--- config.mk ---
export PLATFORM = sky130hd
export DESIGN_NAME = pmr_rail_regs
export DESIGN_NICKNAME = d
export VERILOG_FILES = /design/src/rtl/pmr_pkg.sv /design/src/rtl/pmr_rail_regs.sv /design/src/rtl/pmr_sequencer.sv
export VERILOG_INCLUDE_DIRS = /design/src /design/src/rtl
export SDC_FILE = /design/constraint.sdc
export NUM_CORES = 1
export LEC_CHECK = 0
export ABC_AREA = 1
export BUFFER_PORTS_ARGS = -buffer_cell sky130_fd_sc_hd__buf_2
export CELL_PAD_IN_SITES_DETAIL_PLACEMENT = 1
export CELL_PAD_IN_SITES_GLOBAL_PLACEMENT = 2
export CORE_MARGIN = 1
export CORE_UTILIZATION = 38
export CTS_BUF_LIST = sky130_fd_sc_hd__clkbuf_2 sky130_fd_sc_hd__clkbuf_4 sky130_fd_sc_hd__clkbuf_8
export DETAILED_ROUTE_END_ITERATION = 6
export PLACE_DENSITY_LB_ADDON = 0.2
export SYNTH_ARGS = -nofsm -noshare
export SYNTH_HDL_FRONTEND = slang
export SYNTH_SLANG_ARGS = --single-unit
--- constraint.sdc ---
create_clock -name clk -period 5.54 [get_ports clk]
set_clock_uncertainty 0.2 [all_clocks]
set_input_delay 1.108 -clock clk [delete_from_list [all_inputs] [get_ports clk]]
set_output_delay 1.108 -clock clk [all_outputs]
set_load 0.005 [all_outputs]
--- src/rtl/pmr_params.svh ---
// constants of the rail configuration register bank
`ifndef PMR_PARAMS_SVH
`define PMR_PARAMS_SVH

`define PMR_CLK_HZ        20000000
`define PMR_MS_CYCLES     (`PMR_CLK_HZ / 1000)

// register offsets
`define PMR_OFF_FIRST     8'h13
`define PMR_OFF_REG2      8'h13
`define PMR_OFF_SWITCH1   8'h14
`define PMR_OFF_SWITCH2   8'h15
`define PMR_OFF_ENABLE    8'h16
`define PMR_OFF_LOCKOUT   8'h18
`define PMR_OFF_SEQ_A     8'h19
`define PMR_OFF_SEQ_B     8'h1A
`define PMR_OFF_SEQ_C     8'h1B
`define PMR_OFF_PASSWORD  8'h0A
// value is arbitrary
`define PMR_PASSWORD_KEY  8'h5A

// array indices of the bank (offset minus first offset)
`define PMR_REG_COUNT     9
`define PMR_IDX_REG2      0
`define PMR_IDX_SWITCH1   1
`define PMR_IDX_SWITCH2   2
`define PMR_IDX_ENABLE    3
`define PMR_IDX_GAP       4
`define PMR_IDX_LOCKOUT   5
`define PMR_IDX_SEQ_A     6
`define PMR_IDX_SEQ_B     7
`define PMR_IDX_SEQ_C     8

// reset values
`define PMR_RST_REG2      8'h38
`define PMR_RST_SWITCH1   8'h26
`define PMR_RST_SWITCH2   8'h3F
`define PMR_RST_ZERO      8'h00

// writable bits; reserved and fixed bits stay out of the mask
`define PMR_WM_REG2       8'h7E
`define PMR_WM_SWITCH     8'h3F
`define PMR_WM_ENABLE     8'h7F
`define PMR_WM_LOCKOUT    8'h07
`define PMR_WM_SEQ_A      8'h77
`define PMR_WM_SEQ_B      8'h7F
`define PMR_WM_SEQ_C      8'hF7

// field positions
`define PMR_TRACK_BIT     6
`define PMR_MODE_BIT      5

// strobe step delays in ms, and the last strobe number
`define PMR_DLY_MS_0      1
`define PMR_DLY_MS_1      2
`define PMR_DLY_MS_2      5
`define PMR_DLY_MS_3      10
`define PMR_STROBE_LAST   4'hF

`endif

--- src/rtl/pmr_pkg.sv ---
// types shared by the rail configuration register bank
package pmr_pkg;

   // bit order matches the enable register, bit 6 down to bit 0
   typedef struct packed {
      logic switch1;
      logic switch2;
      logic buck1;
      logic buck2;
      logic buck3;
      logic reg1;
      logic reg2;
   } pmr_rails_s;

   typedef struct packed {
      logic       wr;
      logic       rd;
      logic [7:0] addr;
      logic [7:0] wdata;
   } pmr_req_s;

   typedef enum logic [1:0] {
      SEQ_IDLE,
      SEQ_UP,
      SEQ_DOWN
   } pmr_seq_e;

endpackage : pmr_pkg

--- src/rtl/pmr_rail_regs.sv ---
// register bank for rail voltage, enable, lockout and strobe slots
`timescale 1ns/100ps
`include "pmr_params.svh"
module pmr_rail_regs #(
   parameter int MS_CYCLES = `PMR_MS_CYCLES
) (
   // clock and reset
   input  wire logic              clk,
   input  wire logic              rst_n,
   // register access from the serial front end
   input  wire pmr_pkg::pmr_req_s req,
   output logic [7:0]             rdata,
   output logic                   write_refused,
   // pins and neighbouring register fields
   input  wire logic              power_enable_pin,
   input  wire logic              power_up_trigger,
   input  wire logic              power_down_trigger,
   input  wire logic              instant_shutdown_bit,
   input  wire logic [11:0]       step_delay_codes,
   input  wire logic [5:0]        buck3_voltage_code,
   input  wire logic [2:0]        switch2_strobe_slot,
   // rail controls
   output pmr_pkg::pmr_rails_s    rail_on,
   output logic                   switch1_as_regulator,
   output logic                   switch2_as_regulator,
   output logic [11:0]            reg2_millivolts,
   output logic [11:0]            reg3_millivolts,
   output logic [11:0]            reg4_millivolts,
   output logic [11:0]            lockout_millivolts,
   output logic                   sequencer_busy
);
   logic [7:0]          regs [`PMR_REG_COUNT];
   logic [7:0]          next_regs [`PMR_REG_COUNT];
   logic                armed, next_armed;
   logic [7:0]          armed_addr, next_armed_addr;
   logic [7:0]          next_rdata;
   logic                next_refused;
   logic [7:0]          diff;
   logic [3:0]          idx;
   logic                mapped, accept;
   logic [6:0][3:0]     rail_strobe;
   pmr_pkg::pmr_rails_s set_rails, clr_rails, en_bits, next_rail_on;
   logic [5:0]          reg2_code;
   logic [11:0]         next_reg2_mv, next_reg3_mv, next_reg4_mv;
   logic [11:0]         next_lock_mv;

   function automatic logic [7:0] reset_val(input int i);
      case (i)
         `PMR_IDX_REG2:    reset_val = `PMR_RST_REG2;
         `PMR_IDX_SWITCH1: reset_val = `PMR_RST_SWITCH1;
         `PMR_IDX_SWITCH2: reset_val = `PMR_RST_SWITCH2;
         default:          reset_val = `PMR_RST_ZERO;
      endcase
   endfunction : reset_val

   function automatic logic [7:0] wmask(input logic [3:0] i);
      case (i)
         4'h0:    wmask = `PMR_WM_REG2;
         4'h1:    wmask = `PMR_WM_SWITCH;
         4'h2:    wmask = `PMR_WM_SWITCH;
         4'h3:    wmask = `PMR_WM_ENABLE;
         4'h5:    wmask = `PMR_WM_LOCKOUT;
         4'h6:    wmask = `PMR_WM_SEQ_A;
         4'h7:    wmask = `PMR_WM_SEQ_B;
         4'h8:    wmask = `PMR_WM_SEQ_C;
         default: wmask = 8'h00;
      endcase
   endfunction : wmask

   // six-bit code: 25 mV, 50 mV then coarse steps, clamped at 3.3 V
   function automatic logic [11:0] v6_mv(input logic [5:0] c);
      logic [11:0] x;
      x = {6'h00, c};
      if (c < 6'h18)      v6_mv = 12'h384 + 12'h019 * x;
      else if (c < 6'h30) v6_mv = 12'h5DC + 12'h032 * (x - 12'h018);
      else if (c < 6'h35) v6_mv = 12'hA8C + 12'h032 * (x - 12'h030);
      else if (c < 6'h38) v6_mv = 12'hBB8 + 12'h064 * (x - 12'h035);
      else                v6_mv = 12'hCE4;
   endfunction : v6_mv

   // five-bit code: 1.5 V at zero up to 3.3 V at all ones
   function automatic logic [11:0] v5_mv(input logic [4:0] c);
      logic [11:0] x;
      x = {7'h00, c};
      if (c < 5'h08)       v5_mv = 12'h5DC + 12'h032 * x;
      else if (c == 5'h08) v5_mv = 12'h76C;
      else if (c < 5'h0E)  v5_mv = 12'h7D0 + 12'h064 * (x - 12'h009);
      else if (c == 5'h0E) v5_mv = 12'h992;
      else if (c == 5'h0F) v5_mv = 12'h9C4;
      else                 v5_mv = 12'h9F6 + 12'h032 * (x - 12'h010);
   endfunction : v5_mv

   // three-bit slot; only buck3 reaches strobe seven
   function automatic logic [3:0] slot3(input logic [2:0] s,
                                        input logic       seven);
      slot3 = (s == 3'h7 && !seven) ? 4'h6 : {1'b0, s};
   endfunction : slot3

   // four-bit slot of reg1 and reg2
   function automatic logic [3:0] slot4(input logic [3:0] s);
      slot4 = (s >= 4'h8 && s <= 4'hD) ? 4'h0 : s;
   endfunction : slot4

   assign diff   = req.addr - `PMR_OFF_FIRST;
   assign idx    = diff[3:0];
   assign mapped = (diff < 8'(`PMR_REG_COUNT)) && (idx != 4'(`PMR_IDX_GAP));
   assign accept = armed && (armed_addr == req.addr);

   always_comb begin
      for (int i = 0; i < `PMR_REG_COUNT; i++) begin
         next_regs[i] = regs[i];
      end
      next_armed      = armed;
      next_armed_addr = armed_addr;
      next_refused    = 1'b0;
      next_rdata      = rdata;
      if (req.wr) begin
         // any write consumes the unlock, so each write needs a fresh one
         next_armed = 1'b0;
         if (req.addr == `PMR_OFF_PASSWORD) begin
            next_armed      = 1'b1;
            next_armed_addr = req.wdata ^ `PMR_PASSWORD_KEY;
         end else if (mapped) begin
            if (accept) begin
               next_regs[idx] = (regs[idx] & ~wmask(idx))
                              | (req.wdata & wmask(idx));
            end else begin
               next_refused = 1'b1;
            end
         end
      end
      if (req.rd) begin
         next_rdata = mapped ? regs[idx] : 8'h00;
      end
      // sequencer updates win over a host write in the same cycle
      next_regs[`PMR_IDX_ENABLE] = (next_regs[`PMR_IDX_ENABLE]
                                   & ~{1'b0, clr_rails}) | {1'b0, set_rails};
   end

   always_comb begin
      rail_strobe[6] = slot3(regs[`PMR_IDX_SEQ_C][2:0], 1'b0);
      rail_strobe[5] = slot3(switch2_strobe_slot, 1'b0);
      rail_strobe[4] = slot3(regs[`PMR_IDX_SEQ_A][6:4], 1'b0);
      rail_strobe[3] = slot3(regs[`PMR_IDX_SEQ_A][2:0], 1'b0);
      rail_strobe[2] = slot3(regs[`PMR_IDX_SEQ_B][6:4], 1'b1);
      rail_strobe[1] = slot4(regs[`PMR_IDX_SEQ_B][3:0]);
      rail_strobe[0] = slot4(regs[`PMR_IDX_SEQ_C][7:4]);
   end

   pmr_sequencer #(
      .MS_CYCLES (MS_CYCLES)
   ) u_seq (
      .clk                  (clk),
      .rst_n                (rst_n),
      .power_enable_pin     (power_enable_pin),
      .power_up_trigger     (power_up_trigger),
      .power_down_trigger   (power_down_trigger),
      .instant_shutdown_bit (instant_shutdown_bit),
      .step_delay_codes     (step_delay_codes),
      .rail_strobe          (rail_strobe),
      .set_rails            (set_rails),
      .clr_rails            (clr_rails),
      .busy                 (sequencer_busy)
   );

   assign en_bits = pmr_pkg::pmr_rails_s'(regs[`PMR_IDX_ENABLE][6:0]);

   always_comb begin
      // switch and buck rails gated by the pin
      next_rail_on         = en_bits;
      next_rail_on.switch1 = en_bits.switch1 & power_enable_pin;
      next_rail_on.switch2 = en_bits.switch2 & power_enable_pin;
      next_rail_on.buck1   = en_bits.buck1 & power_enable_pin;
      next_rail_on.buck2   = en_bits.buck2 & power_enable_pin;
      next_rail_on.buck3   = en_bits.buck3 & power_enable_pin;
      reg2_code    = regs[`PMR_IDX_REG2][`PMR_TRACK_BIT] ?
                     buck3_voltage_code : regs[`PMR_IDX_REG2][5:0];
      next_reg2_mv = v6_mv(reg2_code);
      next_reg3_mv = regs[`PMR_IDX_SWITCH1][`PMR_MODE_BIT] ?
                     v5_mv(regs[`PMR_IDX_SWITCH1][4:0]) : 12'h000;
      next_reg4_mv = regs[`PMR_IDX_SWITCH2][`PMR_MODE_BIT] ?
                     v5_mv(regs[`PMR_IDX_SWITCH2][4:0]) : 12'h000;
      case (regs[`PMR_IDX_LOCKOUT][1:0])
         2'h0:    next_lock_mv = 12'hAAA;
         2'h1:    next_lock_mv = 12'hB4A;
         2'h2:    next_lock_mv = 12'hC6C;
         default: next_lock_mv = 12'hCE4;
      endcase
   end

   always_ff @(posedge clk or negedge rst_n) begin
      if (!rst_n) begin
         for (int i = 0; i < `PMR_REG_COUNT; i++) begin
            regs[i] <= reset_val(i);
         end
         armed                <= 1'b0;
         armed_addr           <= 8'h00;
         rdata                <= 8'h00;
         write_refused        <= 1'b0;
         rail_on              <= '0;
         switch1_as_regulator <= 1'b0;
         switch2_as_regulator <= 1'b0;
         reg2_millivolts      <= 12'h000;
         reg3_millivolts      <= 12'h000;
         reg4_millivolts      <= 12'h000;
         lockout_millivolts   <= 12'h000;
      end else begin
         for (int i = 0; i < `PMR_REG_COUNT; i++) begin
            regs[i] <= next_regs[i];
         end
         armed                <= next_armed;
         armed_addr           <= next_armed_addr;
         rdata                <= next_rdata;
         write_refused        <= next_refused;
         rail_on              <= next_rail_on;
         switch1_as_regulator <= regs[`PMR_IDX_SWITCH1][`PMR_MODE_BIT];
         switch2_as_regulator <= regs[`PMR_IDX_SWITCH2][`PMR_MODE_BIT];
         reg2_millivolts      <= next_reg2_mv;
         reg3_millivolts      <= next_reg3_mv;
         reg4_millivolts      <= next_reg4_mv;
         lockout_millivolts   <= next_lock_mv;
      end
   end
endmodule : pmr_rail_regs

--- src/rtl/pmr_sequencer.sv ---
// power-up and power-down strobe sequencer
`timescale 1ns/100ps
`include "pmr_params.svh"
module pmr_sequencer #(
   parameter int MS_CYCLES = `PMR_MS_CYCLES
) (
   // clock and reset
   input  wire logic              clk,
   input  wire logic              rst_n,
   // triggers
   input  wire logic              power_enable_pin,
   input  wire logic              power_up_trigger,
   input  wire logic              power_down_trigger,
   input  wire logic              instant_shutdown_bit,
   input  wire logic [11:0]       step_delay_codes,
   // strobe number of each rail, 0 = not sequenced
   input  wire logic [6:0][3:0]   rail_strobe,
   // rail enable updates
   output pmr_pkg::pmr_rails_s    set_rails,
   output pmr_pkg::pmr_rails_s    clr_rails,
   output logic                   busy
);
   pmr_pkg::pmr_seq_e   state, next_state;
   logic [3:0]          strobe, next_strobe;
   logic [23:0]         wait_cnt, next_wait_cnt;
   logic                pin_q, next_pin_q;
   pmr_pkg::pmr_rails_s next_set, next_clr, matched, seq_mask;
   logic                up_req, down_req, next_busy;

   function automatic logic [23:0] dly_cycles(input logic [1:0] code);
      case (code)
         2'h0:    dly_cycles = 24'(`PMR_DLY_MS_0 * MS_CYCLES);
         2'h1:    dly_cycles = 24'(`PMR_DLY_MS_1 * MS_CYCLES);
         2'h2:    dly_cycles = 24'(`PMR_DLY_MS_2 * MS_CYCLES);
         default: dly_cycles = 24'(`PMR_DLY_MS_3 * MS_CYCLES);
      endcase
   endfunction : dly_cycles

   // strobes past the sixth reuse the sixth delay
   function automatic logic [23:0] step_wait(input logic [3:0] s);
      logic [2:0] k;
      k = (s > 4'h6) ? 3'h5 : 3'(s - 4'h1);
      step_wait = dly_cycles(step_delay_codes[2*k +: 2]) - 24'h1;
   endfunction : step_wait

   always_comb begin
      for (int i = 0; i < 7; i++) begin
         matched[i]  = (rail_strobe[i] == strobe);
         seq_mask[i] = (rail_strobe[i] != 4'h0);
      end
   end

   assign up_req   = (power_enable_pin & ~pin_q) | power_up_trigger;
   assign down_req = (~power_enable_pin & pin_q) | power_down_trigger;

   always_comb begin
      next_state    = state;
      next_strobe   = strobe;
      next_wait_cnt = wait_cnt;
      next_pin_q    = power_enable_pin;
      next_set      = '0;
      next_clr      = '0;
      // a down request preempts any running power-up
      if (down_req) begin
         if (instant_shutdown_bit) begin
            next_clr   = seq_mask;
            next_state = pmr_pkg::SEQ_IDLE;
         end else begin
            next_state    = pmr_pkg::SEQ_DOWN;
            next_strobe   = `PMR_STROBE_LAST;
            next_wait_cnt = '0;
         end
      end else begin
         case (state)
            pmr_pkg::SEQ_IDLE: begin
               if (up_req) begin
                  next_state    = pmr_pkg::SEQ_UP;
                  next_strobe   = 4'h1;
                  next_wait_cnt = '0;
               end
            end
            pmr_pkg::SEQ_UP: begin
               if (wait_cnt == '0) begin
                  next_set      = matched;
                  next_wait_cnt = step_wait(strobe);
                  if (strobe == `PMR_STROBE_LAST) begin
                     next_state = pmr_pkg::SEQ_IDLE;
                  end else begin
                     next_strobe = strobe + 4'h1;
                  end
               end else begin
                  next_wait_cnt = wait_cnt - 24'h1;
               end
            end
            pmr_pkg::SEQ_DOWN: begin
               if (wait_cnt == '0) begin
                  next_clr      = matched;
                  next_wait_cnt = step_wait(strobe);
                  if (strobe == 4'h1) begin
                     next_state = pmr_pkg::SEQ_IDLE;
                  end else begin
                     next_strobe = strobe - 4'h1;
                  end
               end else begin
                  next_wait_cnt = wait_cnt - 24'h1;
               end
            end
            default: next_state = pmr_pkg::SEQ_IDLE;
         endcase
      end
      next_busy = (next_state != pmr_pkg::SEQ_IDLE);
   end

   always_ff @(posedge clk or negedge rst_n) begin
      if (!rst_n) begin
         state     <= pmr_pkg::SEQ_IDLE;
         strobe    <= 4'h0;
         wait_cnt  <= 24'h0;
         pin_q     <= 1'b0;
         set_rails <= '0;
         clr_rails <= '0;
         busy      <= 1'b0;
      end else begin
         state     <= next_state;
         strobe    <= next_strobe;
         wait_cnt  <= next_wait_cnt;
         pin_q     <= next_pin_q;
         set_rails <= next_set;
         clr_rails <= next_clr;
         busy      <= next_busy;
      end
   end
endmodule : pmr_sequencer

==> results.yml <==
pwr:
  vdd_ir_drop_max_mv: 0.236
  p_leak_nw: 9.05
  powerDensity_nw_per_um2: 257
  p_total_mw: 4.61
timing:
  max_freq_mhz: 200
  relSlewSlack: 0.346
  setup_viol: 0
  finalSetupTns_ns: 0
  drv_slew: 0
  fin_hold_ws_ns: 0.184
  period_share: 0.901
  final.setup.worst_slack_ns: 0.547
  rsz0062_at_grt: "no"
  final_hold_viol_count: 0
  fin_crit_ns: 4.99
  worstMarginPinSlew_ns: 0.969
yosys:
  ys.flop_type: "dfrtp_1"
  async_flop_share: 1.00
  synthesis.area_um2: 16400
  ys_seq_area_frac: 0.286
  ys_ff_latch: 187
  synthCells: 2138
  synth_warnings: 0
  synth_edf_count: 0
  synth.avg_cell_area_um2: 7.67
  ys_types: 63
floorplanning:
  coreArea_um2: 42200
  pin_count: 112
  die_y_um: 210
  dieArea_um2: 44000
  die_x_um: 210
  row_count: 75
  start_util: 0.388
clocking:
  cts_buffer_depth: 2
  clock_sinks: 187
  clkSlewWorstSetupHoldPaths_ns: 0.11
  hold_buffers: 0
  htree_levels: 4
  cts_made_buffers: 17
  cts-root-buf: "clkbuf_8"
  clk-insertion-delay-late_ns: 0.58
  post_cts_buffers: 0
  cts_tree: "yes"
  cts_resized: 0
worst_setup_path:
  crit_path_end_kind: "register"
  r2r-start: "regs[70]"
  worstSetupEndpoint: "reg2_millivolts[11]"
  start_kind: "register"
  crit_chain: "nand2_1, o21a_2, inv_1, ha_1, a21o_1, xor2_1, ha_1, ha_1, inv_1, fa_1, inv_1, ha_1, nand2_1, o21ai_0, xor2_1, nand3_1, nand3_1, nand2_1, nor2_1, nor2_1, nand2_1, nand2_1, nand2_1, nand2_1"
  worstRegToRegCells: 24
  required_ns: 5.80
  reg2reg_to: "reg2_millivolts[11]"
  worst_path_largest_cell_delay_ns: 0.69
  r2r_setup_slack_ns: 0.55
  crit_start: "regs[70]"
  crit_arrival_ns: 5.25
  critPathKind: "reg2reg"
  critPathSlowestCell: "dfrtp_1"
  path_common_cell: "nand2_1"
  worstPathMaxFanout: 11
drt:
  post_drt_wl_per_cell_um: 17.6
  drt_iter0_drc: 619
  drt_first_pass_iters: 5
  vias_per_cell: 5.16
  vias: 14403
  drcViolationCount: 0
  ant_nets: 0
  routed_wl_um: 49300
global_route:
  track_usage: 0.234
  grt_max_degree: 99
  grt_pass1_wl_um: 80600
  antenna_found_initial: 0
  grt_overflow_total: 0
  grt_pass1_vias: 15070
placement:
  io_buffers: 107
  place_congestion: 0.878
  dpl_worst_slack_ns: 0.0820
  place_inst: 2760
  postPlaceCellArea_um2: 17500
  dp_hpwl_um: 39300
final_layout:
  regArea_um2: 4690
  syn_to_final_growth_pct: 9.46
  nets: 2525
  final_cell_mix: "nand2_1, inv_1, ha_1"
  final_area_um2: 17900
  fillers: 5320
  post-route-util: 0.425
  post_route_cells_drive_above_1_share: 0.114
  final_cells: 2793
  layout_commonest_cell: "nand2_1"
  multi_input_area_um2: 10000
min_path:
  min_path_cells: 0
  hp-class: "reg2reg"
run_status:
  outcome: "finished, final reports clean"
run:
  cap_violations: 0
[metal layers]
metal	wire, um	track usage	share of wire
met5	0	0	0
met4	913	0.0690	0.019
met3	1050	0.0283	0.021
met2	23100	0.383	0.47
met1	24200	0.322	0.49
[worst max-delay path: cells and delay by family (launching register included)]
family	cells	cell delay, ns
AO/OA/AOI/OAI	3	0.54
buffers and inverters	3	0.32
flip-flops	1	0.69
AND/OR/NAND/NOR	11	0.82
XOR/XNOR	2	0.57
adder cells (fa/ha/maj)	5	1.72
[cell families (layout without fill, tap and decap cells)]
kind of cell / count (synthesis) / count (layout) / synth area share
simple gates: 760 / 760 / 0.210
compound gates: 436 / 436 / 0.148
buf+inv: 419 / 531 / 0.104
fa+ha+maj: 240 / 240 / 0.201
flops: 187 / 187 / 0.286
xor+xnor: 91 / 91 / 0.0486
mux: 3 / 3 / 0.00191
other cells: 2 / 6 / 0.000458
[power by group]
group          internal [mW]  switching [mW]
combinational          0.600            1.40
sequential              1.47           0.115
clock                  0.389           0.641
[sequential cells by signal (all words and copies together), names as in the netlist]
name,count
reg2_millivolts,12
write_refused,1
lockout_millivolts,8
regs,62
rail_on,7
u_seq.wait_cnt,24
armed,1
rail_strobe,3
u_seq.busy,1
switch2_as_regulator,1
reg4_millivolts,11
u_seq.set_rails,7
u_seq.clr_rails,7
u_seq.state,2
reg3_millivolts,11
rdata,8
u_seq.pin_q,1
switch1_as_regulator,1
armed_addr,8
u_seq.strobe,4
en_bits,7
[cell type report]
cell class / count / area share
diodes: 1 / 0.000139
flip-flops and latches: 187 / 0.262
clock buffers: 17 / 0.0130
well taps: 539 / 0.0376
inverters: 367 / 0.0771
multi-input cells: 1535 / 0.558
repair buffers: 132 / 0.0415
clock inverters: 15 / 0.0111
[cells in the mapped netlist, types with 20 or more instances]
cell | number | area share
o21ai_1 | 67 | 0.020
nor3_1 | 26 | 0.0079
nand3_1 | 110 | 0.034
o21ai_0 | 151 | 0.046
inv_1 | 350 | 0.080
fa_1 | 39 | 0.048
o22ai_1 | 20 | 0.0076
dfrtp_1 | 175 | 0.27
a21oi_1 | 126 | 0.038
xnor2_1 | 35 | 0.019
nand4_1 | 22 | 0.0084
nor2_1 | 149 | 0.034
xor2_1 | 56 | 0.030
nand2_1 | 375 | 0.086
clkbuf_1 | 22 | 0.0050
ha_1 | 201 | 0.15
[how the worst min path moves through the flow]
stage,startpoint,end
5_1_grt,regs[37],regs[37]
2_1_floorplan,en_bits[1],rail_on[1]
6_report,regs[37],regs[37]
3_5_place_dp,regs[39],regs[39]
3_3_place_gp,regs[36],regs[36]
4_1_cts,regs[35],regs[35]
Note: power is estimated with default switching activity, not from simulation.
